--- src/pkg/taod_pkg.sv ---
/*
  Shared types and constants for the transfer and arithmetic opcode decoder.
  Assumes a byte-wide fetch stream and an execution datapath that consumes
  one decoded instruction record at a time.
*/
package taod_pkg;

  // Operation selects handed to the datapath.
  typedef enum logic [4:0] {
    TAOD_OP_NONE,
    TAOD_OP_TRANSFER_OP,
    TAOD_OP_SEG_LOAD,
    TAOD_OP_SEG_STORE,
    TAOD_OP_TABLE_BYTE_LOOKUP,
    TAOD_OP_POINTER_LOAD_DATA_SEGMENT,
    TAOD_OP_POINTER_LOAD_EXTRA_SEGMENT,
    TAOD_OP_FLAGS_TO_HIGH_BYTE,
    TAOD_OP_HIGH_BYTE_TO_FLAGS,
    TAOD_OP_ADD,
    TAOD_OP_ADD_CARRY,
    TAOD_OP_UNPACKED_BCD_SUM_FIX,
    TAOD_OP_PACKED_BCD_SUM_FIX,
    TAOD_OP_SUBTRACT,
    TAOD_OP_BORROW_DIFFERENCE_OP,
    TAOD_OP_UNPACKED_BCD_DIFFERENCE_FIX,
    TAOD_OP_PACKED_BCD_DIFFERENCE_FIX,
    TAOD_OP_COMPARE_OP,
    TAOD_OP_PRODUCT_UNSIGNED,
    TAOD_OP_PRODUCT_SIGNED,
    TAOD_OP_UNPACKED_BCD_PRODUCT_FIX,
    TAOD_OP_QUOTIENT_UNSIGNED,
    TAOD_OP_QUOTIENT_SIGNED,
    TAOD_OP_UNPACKED_BCD_QUOTIENT_PREP,
    TAOD_OP_BYTE_TO_WORD_EXTEND,
    TAOD_OP_WORD_TO_PAIR_EXTEND
  } taod_op_type;

  // Decoded instruction record, registered at the decoder output.
  typedef struct packed {
    taod_op_type op;
    logic        illegal;
    logic        word;
    logic        to_reg;
    logic        acc_form;
    logic        has_modrm;
    logic [1:0]  mode;
    logic [2:0]  reg_field;
    logic [2:0]  rm_field;
    logic [15:0] disp;
    logic [15:0] imm;
    logic [2:0]  length;
  } taod_dec_type;

  // Single-byte opcodes.
  localparam logic [7:0] TAOD_OPC_SEG_LOAD = 8'h8E;
  localparam logic [7:0] TAOD_OPC_SEG_STORE = 8'h8C;
  localparam logic [7:0] TAOD_OPC_TABLE = 8'hD7;
  localparam logic [7:0] TAOD_OPC_PTR_DATA = 8'hC5;
  localparam logic [7:0] TAOD_OPC_PTR_EXTRA = 8'hC4;
  localparam logic [7:0] TAOD_OPC_FLAGS_OUT = 8'h9F;
  localparam logic [7:0] TAOD_OPC_FLAGS_IN = 8'h9E;
  localparam logic [7:0] TAOD_OPC_UBCD_SUM = 8'h37;
  localparam logic [7:0] TAOD_OPC_PBCD_SUM = 8'h27;
  localparam logic [7:0] TAOD_OPC_UBCD_DIFF = 8'h3F;
  localparam logic [7:0] TAOD_OPC_PBCD_DIFF = 8'h2F;
  localparam logic [7:0] TAOD_OPC_UBCD_PROD = 8'hD4;
  localparam logic [7:0] TAOD_OPC_UBCD_QUOT = 8'hD5;
  localparam logic [7:0] TAOD_OPC_BCD_BASE = 8'h0A;
  localparam logic [7:0] TAOD_OPC_BYTE_EXT = 8'h98;
  localparam logic [7:0] TAOD_OPC_WORD_EXT = 8'h99;

  // Six-bit prefixes of forms with direction (sign for the immediate group) and width bits.
  localparam logic [5:0] TAOD_PFX_TRANSFER = 6'h22;
  localparam logic [5:0] TAOD_PFX_ADD = 6'h00;
  localparam logic [5:0] TAOD_PFX_ADC = 6'h04;
  localparam logic [5:0] TAOD_PFX_SUB = 6'h0A;
  localparam logic [5:0] TAOD_PFX_SBB = 6'h06;
  localparam logic [5:0] TAOD_PFX_IMM_GROUP = 6'h20;

  // Seven-bit prefixes of forms with a width bit only.
  localparam logic [6:0] TAOD_PFX_ADD_ACC = 7'h02;
  localparam logic [6:0] TAOD_PFX_ADC_ACC = 7'h0A;
  localparam logic [6:0] TAOD_PFX_SUB_ACC = 7'h16;
  localparam logic [6:0] TAOD_PFX_UNARY_GROUP = 7'h7B;

  // Sub-operation codes in the middle field of the second byte.
  localparam logic [2:0] TAOD_SUB_ADD = 3'h0;
  localparam logic [2:0] TAOD_SUB_ADC = 3'h2;
  localparam logic [2:0] TAOD_SUB_SBB = 3'h3;
  localparam logic [2:0] TAOD_SUB_SUB = 3'h5;
  localparam logic [2:0] TAOD_SUB_COMPARE = 3'h7;
  localparam logic [2:0] TAOD_SUB_UPROD = 3'h4;
  localparam logic [2:0] TAOD_SUB_SPROD = 3'h5;
  localparam logic [2:0] TAOD_SUB_DIV = 3'h6;
  localparam logic [2:0] TAOD_SUB_SQUOT = 3'h7;

  // Addressing kind codes and the direct-address register/memory code.
  localparam logic [1:0] TAOD_MODE_NO_DISP = 2'h0;
  localparam logic [1:0] TAOD_MODE_DISP8 = 2'h1;
  localparam logic [1:0] TAOD_MODE_DISP16 = 2'h2;
  localparam logic [1:0] TAOD_MODE_REG = 2'h3;
  localparam logic [2:0] TAOD_RM_DIRECT = 3'h6;

  // Longest instruction that this decoder handles, in bytes.
  localparam int TAOD_MAX_LEN = 6;

endpackage

--- src/hw/taod_field_split.sv ---
/*
  Field splitter for the second instruction byte and length planning.
  Purely combinational; assumes the caller already knows whether the
  instruction carries a second addressing byte and how much immediate data.
*/
`timescale 1ns/1ps
module taod_field_split (
  input wire logic [7:0] modrm,
  input wire logic has_modrm,
  input wire logic [1:0] imm_bytes,
  output logic [1:0] mode,
  output logic [2:0] sub_field,
  output logic [2:0] rm_field,
  output logic [1:0] disp_bytes,
  output logic [2:0] length
);

  // The addressing byte holds kind, middle field and register/memory field.
  assign mode = modrm[7:6];
  assign sub_field = modrm[5:3];
  assign rm_field = modrm[2:0];

  // Displacement size follows the addressing kind; direct address is two.
  always_comb
  begin
    disp_bytes = 2'd0;
    if (has_modrm)
    begin
      unique case (mode)
        taod_pkg::TAOD_MODE_NO_DISP:
          disp_bytes = (rm_field == taod_pkg::TAOD_RM_DIRECT) ? 2'd2 : 2'd0;
        taod_pkg::TAOD_MODE_DISP8: disp_bytes = 2'd1;
        taod_pkg::TAOD_MODE_DISP16: disp_bytes = 2'd2;
        taod_pkg::TAOD_MODE_REG: disp_bytes = 2'd0;
      endcase
    end
  end

  // Opcode, optional addressing byte, displacement, then immediate data.
  assign length = 3'd1 + {2'd0, has_modrm} + {1'b0, disp_bytes}
                  + {1'b0, imm_bytes};

endmodule

--- src/hw/taod_decoder.sv ---
/*
  Transfer and arithmetic opcode decoder: takes instruction bytes from the
  fetch queue by valid/ready and emits one registered record per instruction.
  Assumes a byte stays put until taken and that out_ready accepts a record.
*/
`timescale 1ns/1ps
module taod_decoder (
  input wire logic clk,
  input wire logic arst_n,
  input wire logic [7:0] in_byte,
  input wire logic in_valid,
  output logic in_ready,
  output taod_pkg::taod_dec_type out_dec,
  output logic out_valid,
  input wire logic out_ready
);

  // Byte collection states of one instruction.
  typedef enum logic [2:0] {
    TAOD_ST_OPCODE,
    TAOD_ST_MODRM,
    TAOD_ST_DISP,
    TAOD_ST_IMM,
    TAOD_ST_DONE
  } taod_state_type;

  taod_state_type state_reg, state_next;
  logic [7:0] opc_reg, opc_next;      // Held first byte.
  logic [7:0] modrm_reg, modrm_next;  // Held second byte.
  logic [15:0] disp_reg, disp_next;   // Collected displacement.
  logic [15:0] imm_reg, imm_next;     // Collected immediate data.
  logic [1:0] cnt_reg, cnt_next;      // Bytes taken in current field.
  taod_pkg::taod_dec_type dec_reg, dec_next;
  logic valid_reg, valid_next;
  // Static facts about the held opcode.
  logic has_modrm;
  logic [1:0] imm_bytes;
  logic imm_sext;
  logic [1:0] mode;
  logic [2:0] sub_field, rm_field;
  logic [1:0] disp_bytes;
  logic [2:0] length;
  taod_pkg::taod_op_type op;
  logic illegal, take;

  // Ready in every state but the finish state, whether or not the output is free.
  assign in_ready = (state_reg != TAOD_ST_DONE);
  assign take = in_valid && in_ready;
  assign out_dec = dec_reg;
  assign out_valid = valid_reg;

  // Classify the opcode: addressing byte, immediate size and operation.
  always_comb
  begin
    has_modrm = 1'b0;
    imm_bytes = 2'd0;
    imm_sext = 1'b0;
    op = taod_pkg::TAOD_OP_NONE;
    illegal = 1'b0;
    if (opc_reg[7:2] == taod_pkg::TAOD_PFX_TRANSFER)
    begin
      has_modrm = 1'b1;
      op = taod_pkg::TAOD_OP_TRANSFER_OP;
    end
    else if (opc_reg[7:2] == taod_pkg::TAOD_PFX_ADD)
    begin
      has_modrm = 1'b1;
      op = taod_pkg::TAOD_OP_ADD;
    end
    else if (opc_reg[7:2] == taod_pkg::TAOD_PFX_ADC)
    begin
      has_modrm = 1'b1;
      op = taod_pkg::TAOD_OP_ADD_CARRY;
    end
    else if (opc_reg[7:2] == taod_pkg::TAOD_PFX_SUB)
    begin
      has_modrm = 1'b1;
      op = taod_pkg::TAOD_OP_SUBTRACT;
    end
    else if (opc_reg[7:2] == taod_pkg::TAOD_PFX_SBB)
    begin
      has_modrm = 1'b1;
      op = taod_pkg::TAOD_OP_BORROW_DIFFERENCE_OP;
    end
    else if (opc_reg[7:2] == taod_pkg::TAOD_PFX_IMM_GROUP)
    begin
      // Sign and width pick one or two immediate bytes.
      has_modrm = 1'b1;
      imm_sext = opc_reg[1] && opc_reg[0];
      imm_bytes = (opc_reg[1:0] == 2'b01) ? 2'd2 : 2'd1;
      unique case (sub_field)
        taod_pkg::TAOD_SUB_ADD: op = taod_pkg::TAOD_OP_ADD;
        taod_pkg::TAOD_SUB_ADC: op = taod_pkg::TAOD_OP_ADD_CARRY;
        taod_pkg::TAOD_SUB_SBB:
          op = taod_pkg::TAOD_OP_BORROW_DIFFERENCE_OP;
        taod_pkg::TAOD_SUB_SUB: op = taod_pkg::TAOD_OP_SUBTRACT;
        taod_pkg::TAOD_SUB_COMPARE: op = taod_pkg::TAOD_OP_COMPARE_OP;
        default: illegal = 1'b1; // Logic operations live elsewhere.
      endcase
    end
    else if (opc_reg[7:1] == taod_pkg::TAOD_PFX_ADD_ACC)
    begin
      imm_bytes = opc_reg[0] ? 2'd2 : 2'd1;
      op = taod_pkg::TAOD_OP_ADD;
    end
    else if (opc_reg[7:1] == taod_pkg::TAOD_PFX_ADC_ACC)
    begin
      imm_bytes = opc_reg[0] ? 2'd2 : 2'd1;
      op = taod_pkg::TAOD_OP_ADD_CARRY;
    end
    else if (opc_reg[7:1] == taod_pkg::TAOD_PFX_SUB_ACC)
    begin
      imm_bytes = opc_reg[0] ? 2'd2 : 2'd1;
      op = taod_pkg::TAOD_OP_SUBTRACT;
    end
    else if (opc_reg[7:1] == taod_pkg::TAOD_PFX_UNARY_GROUP)
    begin
      has_modrm = 1'b1;
      unique case (sub_field)
        taod_pkg::TAOD_SUB_UPROD:
          op = taod_pkg::TAOD_OP_PRODUCT_UNSIGNED;
        taod_pkg::TAOD_SUB_SPROD:
          op = taod_pkg::TAOD_OP_PRODUCT_SIGNED;
        taod_pkg::TAOD_SUB_DIV:
          op = taod_pkg::TAOD_OP_QUOTIENT_UNSIGNED;
        taod_pkg::TAOD_SUB_SQUOT:
          op = taod_pkg::TAOD_OP_QUOTIENT_SIGNED;
        default: illegal = 1'b1; // Test, invert and negate not served.
      endcase
    end
    else
    begin
      unique case (opc_reg)
        taod_pkg::TAOD_OPC_SEG_LOAD:
        begin
          has_modrm = 1'b1;
          op = taod_pkg::TAOD_OP_SEG_LOAD;
        end
        taod_pkg::TAOD_OPC_SEG_STORE:
        begin
          has_modrm = 1'b1;
          op = taod_pkg::TAOD_OP_SEG_STORE;
        end
        taod_pkg::TAOD_OPC_TABLE:
          op = taod_pkg::TAOD_OP_TABLE_BYTE_LOOKUP;
        taod_pkg::TAOD_OPC_PTR_DATA:
        begin
          has_modrm = 1'b1;
          op = taod_pkg::TAOD_OP_POINTER_LOAD_DATA_SEGMENT;
        end
        taod_pkg::TAOD_OPC_PTR_EXTRA:
        begin
          has_modrm = 1'b1;
          op = taod_pkg::TAOD_OP_POINTER_LOAD_EXTRA_SEGMENT;
        end
        taod_pkg::TAOD_OPC_FLAGS_OUT:
          op = taod_pkg::TAOD_OP_FLAGS_TO_HIGH_BYTE;
        taod_pkg::TAOD_OPC_FLAGS_IN:
          op = taod_pkg::TAOD_OP_HIGH_BYTE_TO_FLAGS;
        taod_pkg::TAOD_OPC_UBCD_SUM:
          op = taod_pkg::TAOD_OP_UNPACKED_BCD_SUM_FIX;
        taod_pkg::TAOD_OPC_PBCD_SUM:
          op = taod_pkg::TAOD_OP_PACKED_BCD_SUM_FIX;
        taod_pkg::TAOD_OPC_UBCD_DIFF:
          op = taod_pkg::TAOD_OP_UNPACKED_BCD_DIFFERENCE_FIX;
        taod_pkg::TAOD_OPC_PBCD_DIFF:
          op = taod_pkg::TAOD_OP_PACKED_BCD_DIFFERENCE_FIX;
        taod_pkg::TAOD_OPC_UBCD_PROD:
        begin
          // Second byte is a fixed base, taken through the modrm slot.
          has_modrm = 1'b1;
          op = taod_pkg::TAOD_OP_UNPACKED_BCD_PRODUCT_FIX;
        end
        taod_pkg::TAOD_OPC_UBCD_QUOT:
        begin
          has_modrm = 1'b1;
          op = taod_pkg::TAOD_OP_UNPACKED_BCD_QUOTIENT_PREP;
        end
        taod_pkg::TAOD_OPC_BYTE_EXT:
          op = taod_pkg::TAOD_OP_BYTE_TO_WORD_EXTEND;
        taod_pkg::TAOD_OPC_WORD_EXT:
          op = taod_pkg::TAOD_OP_WORD_TO_PAIR_EXTEND;
        default: illegal = 1'b1;
      endcase
    end
  end

  // The two-byte decimal forms must not be split into disp fetches.
  logic fixed_pair;
  assign fixed_pair = (opc_reg == taod_pkg::TAOD_OPC_UBCD_PROD)
                   || (opc_reg == taod_pkg::TAOD_OPC_UBCD_QUOT);
  logic [1:0] disp_need; // Displacement bytes the instruction carries.
  logic [2:0] split_len; // Length as the splitter plans it.
  // The splitter decodes the addressing byte and plans the length.
  taod_field_split u_split (
    .modrm(modrm_reg), .has_modrm(has_modrm), .imm_bytes(imm_bytes),
    .mode(mode), .sub_field(sub_field), .rm_field(rm_field),
    .disp_bytes(disp_bytes), .length(split_len)
  );

  assign disp_need = fixed_pair ? 2'd0 : disp_bytes;
  assign length = fixed_pair ? 3'd2 : split_len;

  // Sequencer and field collection; one byte per handshake accepted in a collecting state.
  always_comb
  begin
    state_next = state_reg;
    opc_next = opc_reg;
    modrm_next = modrm_reg;
    disp_next = disp_reg;
    imm_next = imm_reg;
    cnt_next = cnt_reg;
    dec_next = dec_reg;
    valid_next = valid_reg;
    if (valid_reg && out_ready)
      valid_next = 1'b0;
    unique case (state_reg)
      TAOD_ST_OPCODE:
        if (take)
        begin
          opc_next = in_byte;
          modrm_next = 8'h00;
          disp_next = 16'h0000;
          imm_next = 16'h0000;
          cnt_next = 2'd0;
          state_next = TAOD_ST_MODRM; // Classified next cycle.
        end
      TAOD_ST_MODRM: // Opcode held; an addressing byte may follow.
        if (!has_modrm)
          state_next = (imm_bytes != 2'd0) ? TAOD_ST_IMM : TAOD_ST_DONE;
        else if (take)
        begin
          modrm_next = in_byte;
          state_next = TAOD_ST_DISP;
        end
      TAOD_ST_DISP: // Displacement precedes immediate data.
        if (cnt_reg == disp_need)
        begin
          cnt_next = 2'd0;
          state_next = (imm_bytes != 2'd0) ? TAOD_ST_IMM : TAOD_ST_DONE;
        end
        else if (take)
        begin
          if (cnt_reg == 2'd0) // A lone byte is sign-extended.
            disp_next = {{8{in_byte[7]}}, in_byte};
          else
            disp_next = {in_byte, disp_reg[7:0]};
          cnt_next = cnt_reg + 2'd1;
        end
      TAOD_ST_IMM:
        if (cnt_reg == imm_bytes)
          state_next = TAOD_ST_DONE;
        else if (take)
        begin
          if (cnt_reg == 2'd0) // Sign-width 11 widens the byte.
            imm_next = {{8{imm_sext & in_byte[7]}}, in_byte};
          else
            imm_next = {in_byte, imm_reg[7:0]};
          cnt_next = cnt_reg + 2'd1;
        end
      TAOD_ST_DONE: // Wait until the previous record is accepted.
        if (!valid_reg || out_ready)
        begin
          dec_next.op = op;
          dec_next.illegal = illegal
            || (fixed_pair && modrm_reg != taod_pkg::TAOD_OPC_BCD_BASE);
          dec_next.word = opc_reg[0];
          dec_next.to_reg = opc_reg[1];
          dec_next.acc_form = !has_modrm && (imm_bytes != 2'd0);
          dec_next.has_modrm = has_modrm && !fixed_pair;
          dec_next.mode = mode;
          dec_next.reg_field = sub_field;
          dec_next.rm_field = rm_field;
          dec_next.disp = disp_reg;
          dec_next.imm = imm_reg;
          dec_next.length = length;
          valid_next = 1'b1;
          state_next = TAOD_ST_OPCODE;
        end
    endcase
  end

  // State registers only.
  always_ff @(posedge clk or negedge arst_n)
  begin
    if (!arst_n)
    begin
      state_reg <= TAOD_ST_OPCODE;
      opc_reg <= 8'h00;
      modrm_reg <= 8'h00;
      disp_reg <= 16'h0000;
      imm_reg <= 16'h0000;
      cnt_reg <= 2'd0;
      dec_reg <= '0;
      valid_reg <= 1'b0;
    end
    else
    begin
      state_reg <= state_next;
      opc_reg <= opc_next;
      modrm_reg <= modrm_next;
      disp_reg <= disp_next;
      imm_reg <= imm_next;
      cnt_reg <= cnt_next;
      dec_reg <= dec_next;
      valid_reg <= valid_next;
    end
  end

endmodule

--- config.mk ---
export PLATFORM = sky130hd
export DESIGN_NAME = taod_decoder
export DESIGN_NICKNAME = d
export VERILOG_FILES = /design/src/pkg/taod_pkg.sv /design/src/hw/taod_field_split.sv /design/src/hw/taod_decoder.sv
export SDC_FILE = /design/constraint.sdc
export NUM_CORES = 1
export LEC_CHECK = 0
export ABC_AREA = 1
export BUFFER_PORTS_ARGS = -buffer_cell sky130_fd_sc_hd__buf_2
export CORE_ASPECT_RATIO = 1.5
export CORE_MARGIN = 8
export CORE_UTILIZATION = 50
export DETAILED_ROUTE_END_ITERATION = 8
export GPL_ROUTABILITY_DRIVEN = 0
export PLACE_DENSITY = 0.82
export SYNTH_ARGS = -nofsm -noshare
export SYNTH_HDL_FRONTEND = slang
export SYNTH_HIERARCHICAL = 1
export SYNTH_SLANG_ARGS = --single-unit
--- constraint.sdc ---
create_clock -name clk -period 5.4 [get_ports clk]
set_input_delay 1.08 -clock clk [delete_from_list [all_inputs] [get_ports clk]]
set_output_delay 1.08 -clock clk [all_outputs]
set_load 0.005 [all_outputs]
==> results of run 1 <==
area by class of cell:
cell class / count / area (um2) / share of cell area (%)
clock buffer: 11 / 243 / 4.01
inverter: 55 / 209 / 3.45
timing repair buffer: 69 / 355 / 5.87
tap: 144 / 180 / 2.98
clock inverter: 5 / 60.1 / 0.992
multi-input combinational: 486 / 2330 / 38.5
sequential: 107 / 2680 / 44.2
synth_stat cells (all sizes together):
library cell    n  share of area, %
dfrtp         107                50
clkinv          1             0.070
and2            1              0.12
nand2         253                19
a41oi           1              0.16
nand3          58               5.7
a31oi           2              0.23
o211a           1              0.19
nand3b          3              0.42
a21boi          2              0.28
a21oi           7              0.93
a211oi          1              0.14
clkbuf         11              0.77
nor3b           1              0.14
o2111ai         1              0.16
ha              3              0.70
buf            15               2.1
or2             2              0.23
o211ai          1              0.14
nand4           6              0.70
o22ai           1              0.12
xor2            5              0.96
o21ai          63               6.4
nor4            1              0.12
inv            54               3.8
nor3            3              0.28
fa              1              0.37
and3            1              0.12
nor2           68               5.7
worst max-delay path by stage:
| stage | start | end | slack [ns] |
|---|---|---|---|
| 6_report | opc_reg[7]$_DFFE_PN0P_ | out_dec[1]$_DFFE_PN0P_ | 2.42 |
| 2_1_floorplan | opc_reg[6]$_DFFE_PN0P_ | out_dec[2]$_DFFE_PN0P_ | 3.04 |
| 3_5_place_dp | out_ready | out_dec[48]$_DFFE_PN0P_ | 2.29 |
| 5_1_grt | opc_reg[3]$_DFFE_PN0P_ | disp_reg[9]$_DFFE_PN0P_ | 2.24 |
| 3_3_place_gp | out_ready | out_dec[48]$_DFFE_PN0P_ | 2.41 |
| 4_1_cts | opc_reg[6]$_DFFE_PN0P_ | disp_reg[10]$_DFFE_PN0P_ | 2.52 |
cell families (layout without fill, tap and decap cells):
logic type               count (synthesis)  after routing  share of synthesized area (%)
AND/OR/NAND/NOR                        397            397                           32.6
AO/OA/AOI/OAI                           80             80                           8.79
XOR/XNOR                                 5              5                          0.956
adder cells (fa/ha/maj)                  4              4                           1.07
buffers and inverters                   81            140                           6.74
flip-flops                             107            107                           49.9
metrics by stage:
step	cell area, um2	cells	utilization, %	power, W	worst slack [ns]
3_3_place_gp	5750	861	54.6	0.00231	2.41
3_5_place_dp	5750	861	54.6	0.00236	2.29
5_1_grt	6050	877	57.5	0.00323	2.24
6_report	6050	877	57.5	0.00304	2.42
2_1_floorplan	5370	674	-	0.00200	3.04
4_1_cts	6050	877	57.5	0.00304	2.52
where the power goes:
group	internal, W	total, W	switching (W)
combinational	0.000384	0.00116	0.000777
clock	0.000374	0.000671	0.000297
sequential	0.00102	0.00121	0.000191
total	0.00178	0.00304	0.00126
worst max-delay path, cell delays in order, from the launching register on:
cell     delay (ns)
dfrtp_1        0.42
nor2_1         0.23
nand2_1        0.12
nor2_1         0.18
nand2_1        0.13
nand2_1        0.10
nor2_1         0.08
nand3_1        0.25
nand2_1        0.12
a21oi_2        0.13
ha_1           0.26
fa_1           0.47
a21oi_1        0.25
o21ai_0        0.12
layer usage:
| metal | share of wire [%] | vias up |
|---|---|---|
| met2 | 52 | 200 |
| met1 | 38 | 2246 |
| met4 | 4.3 | 2 |
| met3 | 5.7 | 44 |
| li1 | - | 2247 |
| met5 | 0.11 | - |
==> impl_metrics.env, run 1 <==
export IMPL_htree_levels=3
export IMPL_peakVddDrop_mv=0.252
export IMPL_drv_cap=0
export IMPL_fin_crit_sh_pct=55.2
export IMPL_reg2reg_to="out_dec[1]$_DFFE_PN0P_"
export IMPL_avgSynthCellArea_um2=7.97
export IMPL_r2r_slack_ns=2.42
export IMPL_status="finished, final reports clean"
export IMPL_clk_latency_ns=0.35
export IMPL_syn_num_nets=690
export IMPL_crit_path_end_kind="register"
export IMPL_start_util_pct=51.0
export IMPL_tightest_slew_ns=0.959
export IMPL_drt_iter0_drc=453
export IMPL_hold_slack_ns=0.473
export IMPL_slew_headroom_pct=36.0
export IMPL_synth_cells=674
export IMPL_final_max_slew_violation_count=0
export IMPL_cts_resized=0
export IMPL_crit_type="reg2reg"
export IMPL_setup_viol=0
export IMPL_crit_required_ns=5.63
export IMPL_final_cell_mix="237 x nand2_1, 107 x dfrtp_1, 65 x buf_2"
export IMPL_grt_pass1_vias=4882
export IMPL_firstDrtPassIters=7
export IMPL_use_met2_pct=35.2
export IMPL_core_area_um2=10500
export IMPL_post_dp_hpwl_mm=10.3
export IMPL_die_w_um=101
export IMPL_r2r_cells=13
export IMPL_fin_nets=744
export IMPL_rows=46
export IMPL_cellLeakagePower_nw=3.37
export IMPL_min_to="out_dec[5]$_DFFE_PN0P_"
export IMPL_avgViaCountPerCell=5.40
export IMPL_gr_usage_met1_pct=21.6
export IMPL_start_kind="register"
export IMPL_top_usage_layer="met2"
export IMPL_fillCellCount=914
export IMPL_overflow=0
export IMPL_period_minus_slack_ns=2.98
export IMPL_ys_seq_elements=107
export IMPL_cts_buffers=9
export IMPL_fmax_mhz=336
export IMPL_yosysSeqAreaShare_pct=49.9
export IMPL_ant_nets=0
export IMPL_antenna_found_initial=1
export IMPL_min_from="out_dec[5]$_DFFE_PN0P_"
export IMPL_synth_cell_types=45
export IMPL_fin_skew_ns=0.00838
export IMPL_wl_per_cell_um=15.9
export IMPL_die_h_um=143
export IMPL_die_area_um2=14400
export IMPL_layout_drive_gt1_share_pct=17.3
export IMPL_rr_startpoint="opc_reg[7]$_DFFE_PN0P_"
export IMPL_powerDensity_nw_per_um2=502
export IMPL_routed_wirelength_mm=13.9
export IMPL_ys_warn_count=6
export IMPL_cp_arrival_ns=3.20
export IMPL_final_common_cell="nand2_1"
export IMPL_io_pins=67
export IMPL_clockRootBuffer="clkbuf_16"
export IMPL_via_count=4739
export IMPL_cts_path_max_buffers=2
export IMPL_path_clk_slew_ns=0.07
export IMPL_min_path_cells=2
export IMPL_tns_ns=0
export IMPL_grt_usage_pct=20.1
export IMPL_area_growth_pct=12.8
export IMPL_post_cts_buffers=0
export IMPL_hp_class="reg2reg"
export IMPL_drc=0
export IMPL_syn_area_um2=5370
export IMPL_cts_sinks=107
export IMPL_port_buffers=66
export IMPL_critical_path_max_fanout=7
export IMPL_grt_max_degree=78
export IMPL_largest_register_ffs=53
export IMPL_hold_buffers=0
export IMPL_antenna_cells=0
export IMPL_rsz0062_at_grt="false"
export IMPL_hold_viol=0
export IMPL_cts_tree="yes"
export IMPL_met3_usage_pct=4.19
export IMPL_grt_pass1_wl_mm=22.7
(Power assumes the default switching activity.)
==> inputs of run 2 (changes only) <==
Settings changed: ABC_AREA 1 to 0.
Clock period 5.4 ns to 2.8 ns, I/O delays scaled along.
==> impl_metrics.env, run 2 <==
export IMPL_firstDrtPassIters=5
export IMPL_synth_area_top_cells="dfrtp_1 49%, nand2_1 11%, o21ai_0 3.5%"
export IMPL_ant_nets=0
export IMPL_ys_seq_elements=107
export IMPL_synth_xor_area_share_pct=0.796
export IMPL_antenna_cells=0
export IMPL_path_clk_slew_ns=0.07
export IMPL_tightest_slew_ns=0.956
export IMPL_start_util_pct=50.6
export IMPL_crit_required_ns=3.03
export IMPL_rr_startpoint="opc_reg[5]$_DFFE_PN0P_"
export IMPL_synth_edff_count=0
export IMPL_cts_sinks=107
export IMPL_htree_levels=3
export IMPL_fin_nets=706
export IMPL_power_frac_clock_pct=19.6
export IMPL_die_area_um2=14700
export IMPL_drt_iter0_drc=354
export IMPL_cellLeakagePower_nw=3.33
export IMPL_fin_util_pct=62.3
export IMPL_fin_area_um2=6770
export IMPL_core_area_um2=10900
export IMPL_dp_slack_ns=-0.328
export IMPL_synth_cell_types=75
export IMPL_syn_num_nets=614
export IMPL_area_growth_pct=23.1
export IMPL_power_net_switching_w=0.00276
export IMPL_power_frac_comb_pct=47.4
export IMPL_routed_wirelength_mm=14.9
export IMPL_grt_pass1_vias=4868
export IMPL_cts_buffers=9
export IMPL_synth_ff_type="dfrtp_1"
export IMPL_hold_slack_ns=0.175
export IMPL_synth_cells=598
export IMPL_syn_area_um2=5500
export IMPL_p_int_w=0.00409
export IMPL_placed_cell_area_um2=6240
export IMPL_antenna_found_initial=0
export IMPL_p_seq_share_pct=33.0
export IMPL_crit_type="reg2reg"
export IMPL_setup_ws_ns=-0.182
export IMPL_wl_per_cell_um=17.8
export IMPL_post_dp_hpwl_mm=10.7
export IMPL_crit_start="opc_reg[5]$_DFFE_PN0P_"
export IMPL_largest_register_ffs=53
export IMPL_layout_drive_gt1_share_pct=28.3
export IMPL_status="finished, violations left"
export IMPL_cts_tree="yes"
export IMPL_fmax_mhz=335
export IMPL_grt_max_degree=67
export IMPL_async_flop_share_pct=100
export IMPL_fillCellCount=865
export IMPL_grt_pass1_wl_mm=24.2
export IMPL_p_sw_share_pct=40.3
export IMPL_drv_cap=0
export IMPL_via_count=4833
export IMPL_avgViaCountPerCell=5.74
export IMPL_peakVddDrop_mv=0.450
export IMPL_yosysSeqAreaShare_pct=48.7
export IMPL_fin_crit_sh_pct=107
export IMPL_fin_skew_ns=0.00672
export IMPL_critical_path_max_fanout=6
export IMPL_port_buffers=66
export IMPL_rsz0062_at_grt="true"
export IMPL_synth_top_area_cell="dfrtp_1"
export IMPL_synth_top_cell_area_share_pct=48.7
export IMPL_slew_headroom_pct=34.6
export IMPL_synth_compound_area_share_pct=16.7
export IMPL_final_cell_mix="160 x nand2_1, 105 x dfrtp_1, 66 x buf_2"
export IMPL_final_common_cell="nand2_1"
export IMPL_start_kind="register"
export IMPL_post_synth_mux_area_share_pct=4.89
export IMPL_period_minus_slack_ns=2.98
export IMPL_violations="setup timing"
export IMPL_grt_usage_pct=21.2
export IMPL_cp_arrival_ns=3.21
export IMPL_hold_viol=0
export IMPL_io_pins=67
export IMPL_die_w_um=102
export IMPL_clockRootBuffer="clkbuf_16"
export IMPL_hp_class="in2async"
export IMPL_clk_latency_ns=0.35
export IMPL_powerDensity_nw_per_um2=1010
export IMPL_setup_viol=22
export IMPL_final_max_slew_violation_count=0
export IMPL_ys_warn_count=6
export IMPL_synthAdderAreaFrac_pct=1.05
export IMPL_synth_top_cells_by_count="160 x nand2_1, 107 x dfrtp_1, 39 x o21ai_0"
export IMPL_synth_top_family_by_area="simple AND/OR/NAND/NOR gates"
export IMPL_drc=0
export IMPL_avgSynthCellArea_um2=9.20
export IMPL_yosys_area_share_simple_pct=22.6
export IMPL_rows=47
export IMPL_crit_path_end_kind="register"
export IMPL_overflow=0
export IMPL_cts_path_max_buffers=2
export IMPL_r2r_slack_ns=-0.18
export IMPL_synth_most_common_cell="nand2_1"
export IMPL_die_h_um=144
==> run 2: changes by cell type after synthesis, moves of 12 or more <==
cell,previous run,this run
nand2_1,237,160
clkbuf_1,11,26
mux2_2,0,15
nand3_1,56,7
nor2_1,59,32
inv_1,51,20
o21ai_0,51,39
==> run 2: final timing paths <==
| path | endpoint | cells after the start |
|---|---|---|
| max | state_reg[1]$_DFFE_PN0P_ | 14 |
| min | out_dec[17]$_DFFE_PN0P_ | 1 |
| max reg2reg | state_reg[1]$_DFFE_PN0P_ | 14 |
| min reg2reg | out_dec[18]$_DFFE_PN0P_ | 2 |
| max in group asynchronous | opc_reg[3]$_DFFE_PN0P_ | 2 |
| min in group clk | out_dec[18]$_DFFE_PN0P_ | 2 |
==> run 2: critical path: stages (launching register included) <==
cell and delay (ns):
dfrtp_1 0.39, buf_6 0.12, and4b_1 0.21, and2_1 0.17, or3_4 0.38, nor2_4 0.13, inv_2 0.05, and3_1 0.15
xor2_1 0.14, a211oi_2 0.29, a31oi_4 0.10, buf_4 0.17, a221oi_2 0.24, o211ai_1 0.13, o2bb2ai_1 0.16
==> run 2: timing repair <==
| action | in CTS | in global routing |
|---|---|---|
| resized for setup | 18 | 8 |
| hold buffers | 0 | 0 |
| gates cloned | 1 | 0 |
| setup endpoints to repair | 22 | 39 |
| setup buffers | 7 | 4 |
| pin swaps | 8 | 3 |
==> run 2: final cells by class <==
cell class | instances | area, um2 | share of cell area (%)
multi-input combinational | 425 | 2680 | 39.6
clock inverter | 5 | 68.8 | 1.02
tap | 147 | 184 | 2.72
timing repair buffer | 127 | 833 | 12.3
sequential | 107 | 2680 | 39.6
clock buffer | 11 | 253 | 3.73
inverter | 20 | 75.1 | 1.11
==> run 2: cell families after synthesis <==
kind of cell	count (synthesis)
mux	25
buf+inv	66
xor+xnor	5
flops	107
simple gates	262
compound gates	129
fa+ha+maj	4
==> run 2: per-stage QoR <==
stage | setup TNS [ns] | power [W] | instances
after floorplan | -8.01 | 0.00416 | 598
after global placement | -1.47 | 0.00508 | 814
after detailed placement | -4.73 | 0.00522 | 814
after CTS | -0.913 | 0.00673 | 838
after global routing | -5.29 | 0.00726 | 842
final | -2.28 | 0.00685 | 842
==> run 2: per-layer routing <==
metal | GRT usage, % | vias up | routed length (um)
met3 | 3.71 | 55 | 960
li1 | - | 2261 | -
met5 | 0 | - | 0
met2 | 36.6 | 198 | 7570
met1 | 24.1 | 2319 | 5750
met4 | 11.6 | 0 | 661
==> run 2: power by group through the flow <==
stage	Combinational [W]	Clock [W]	Sequential [W]
after floorplan	0.00200	0	0.00216
after global placement	0.00281	0	0.00226
after detailed placement	0.00293	0	0.00229
after CTS	0.00311	0.00137	0.00225
after global routing	0.00353	0.00142	0.00231
final	0.00325	0.00134	0.00226
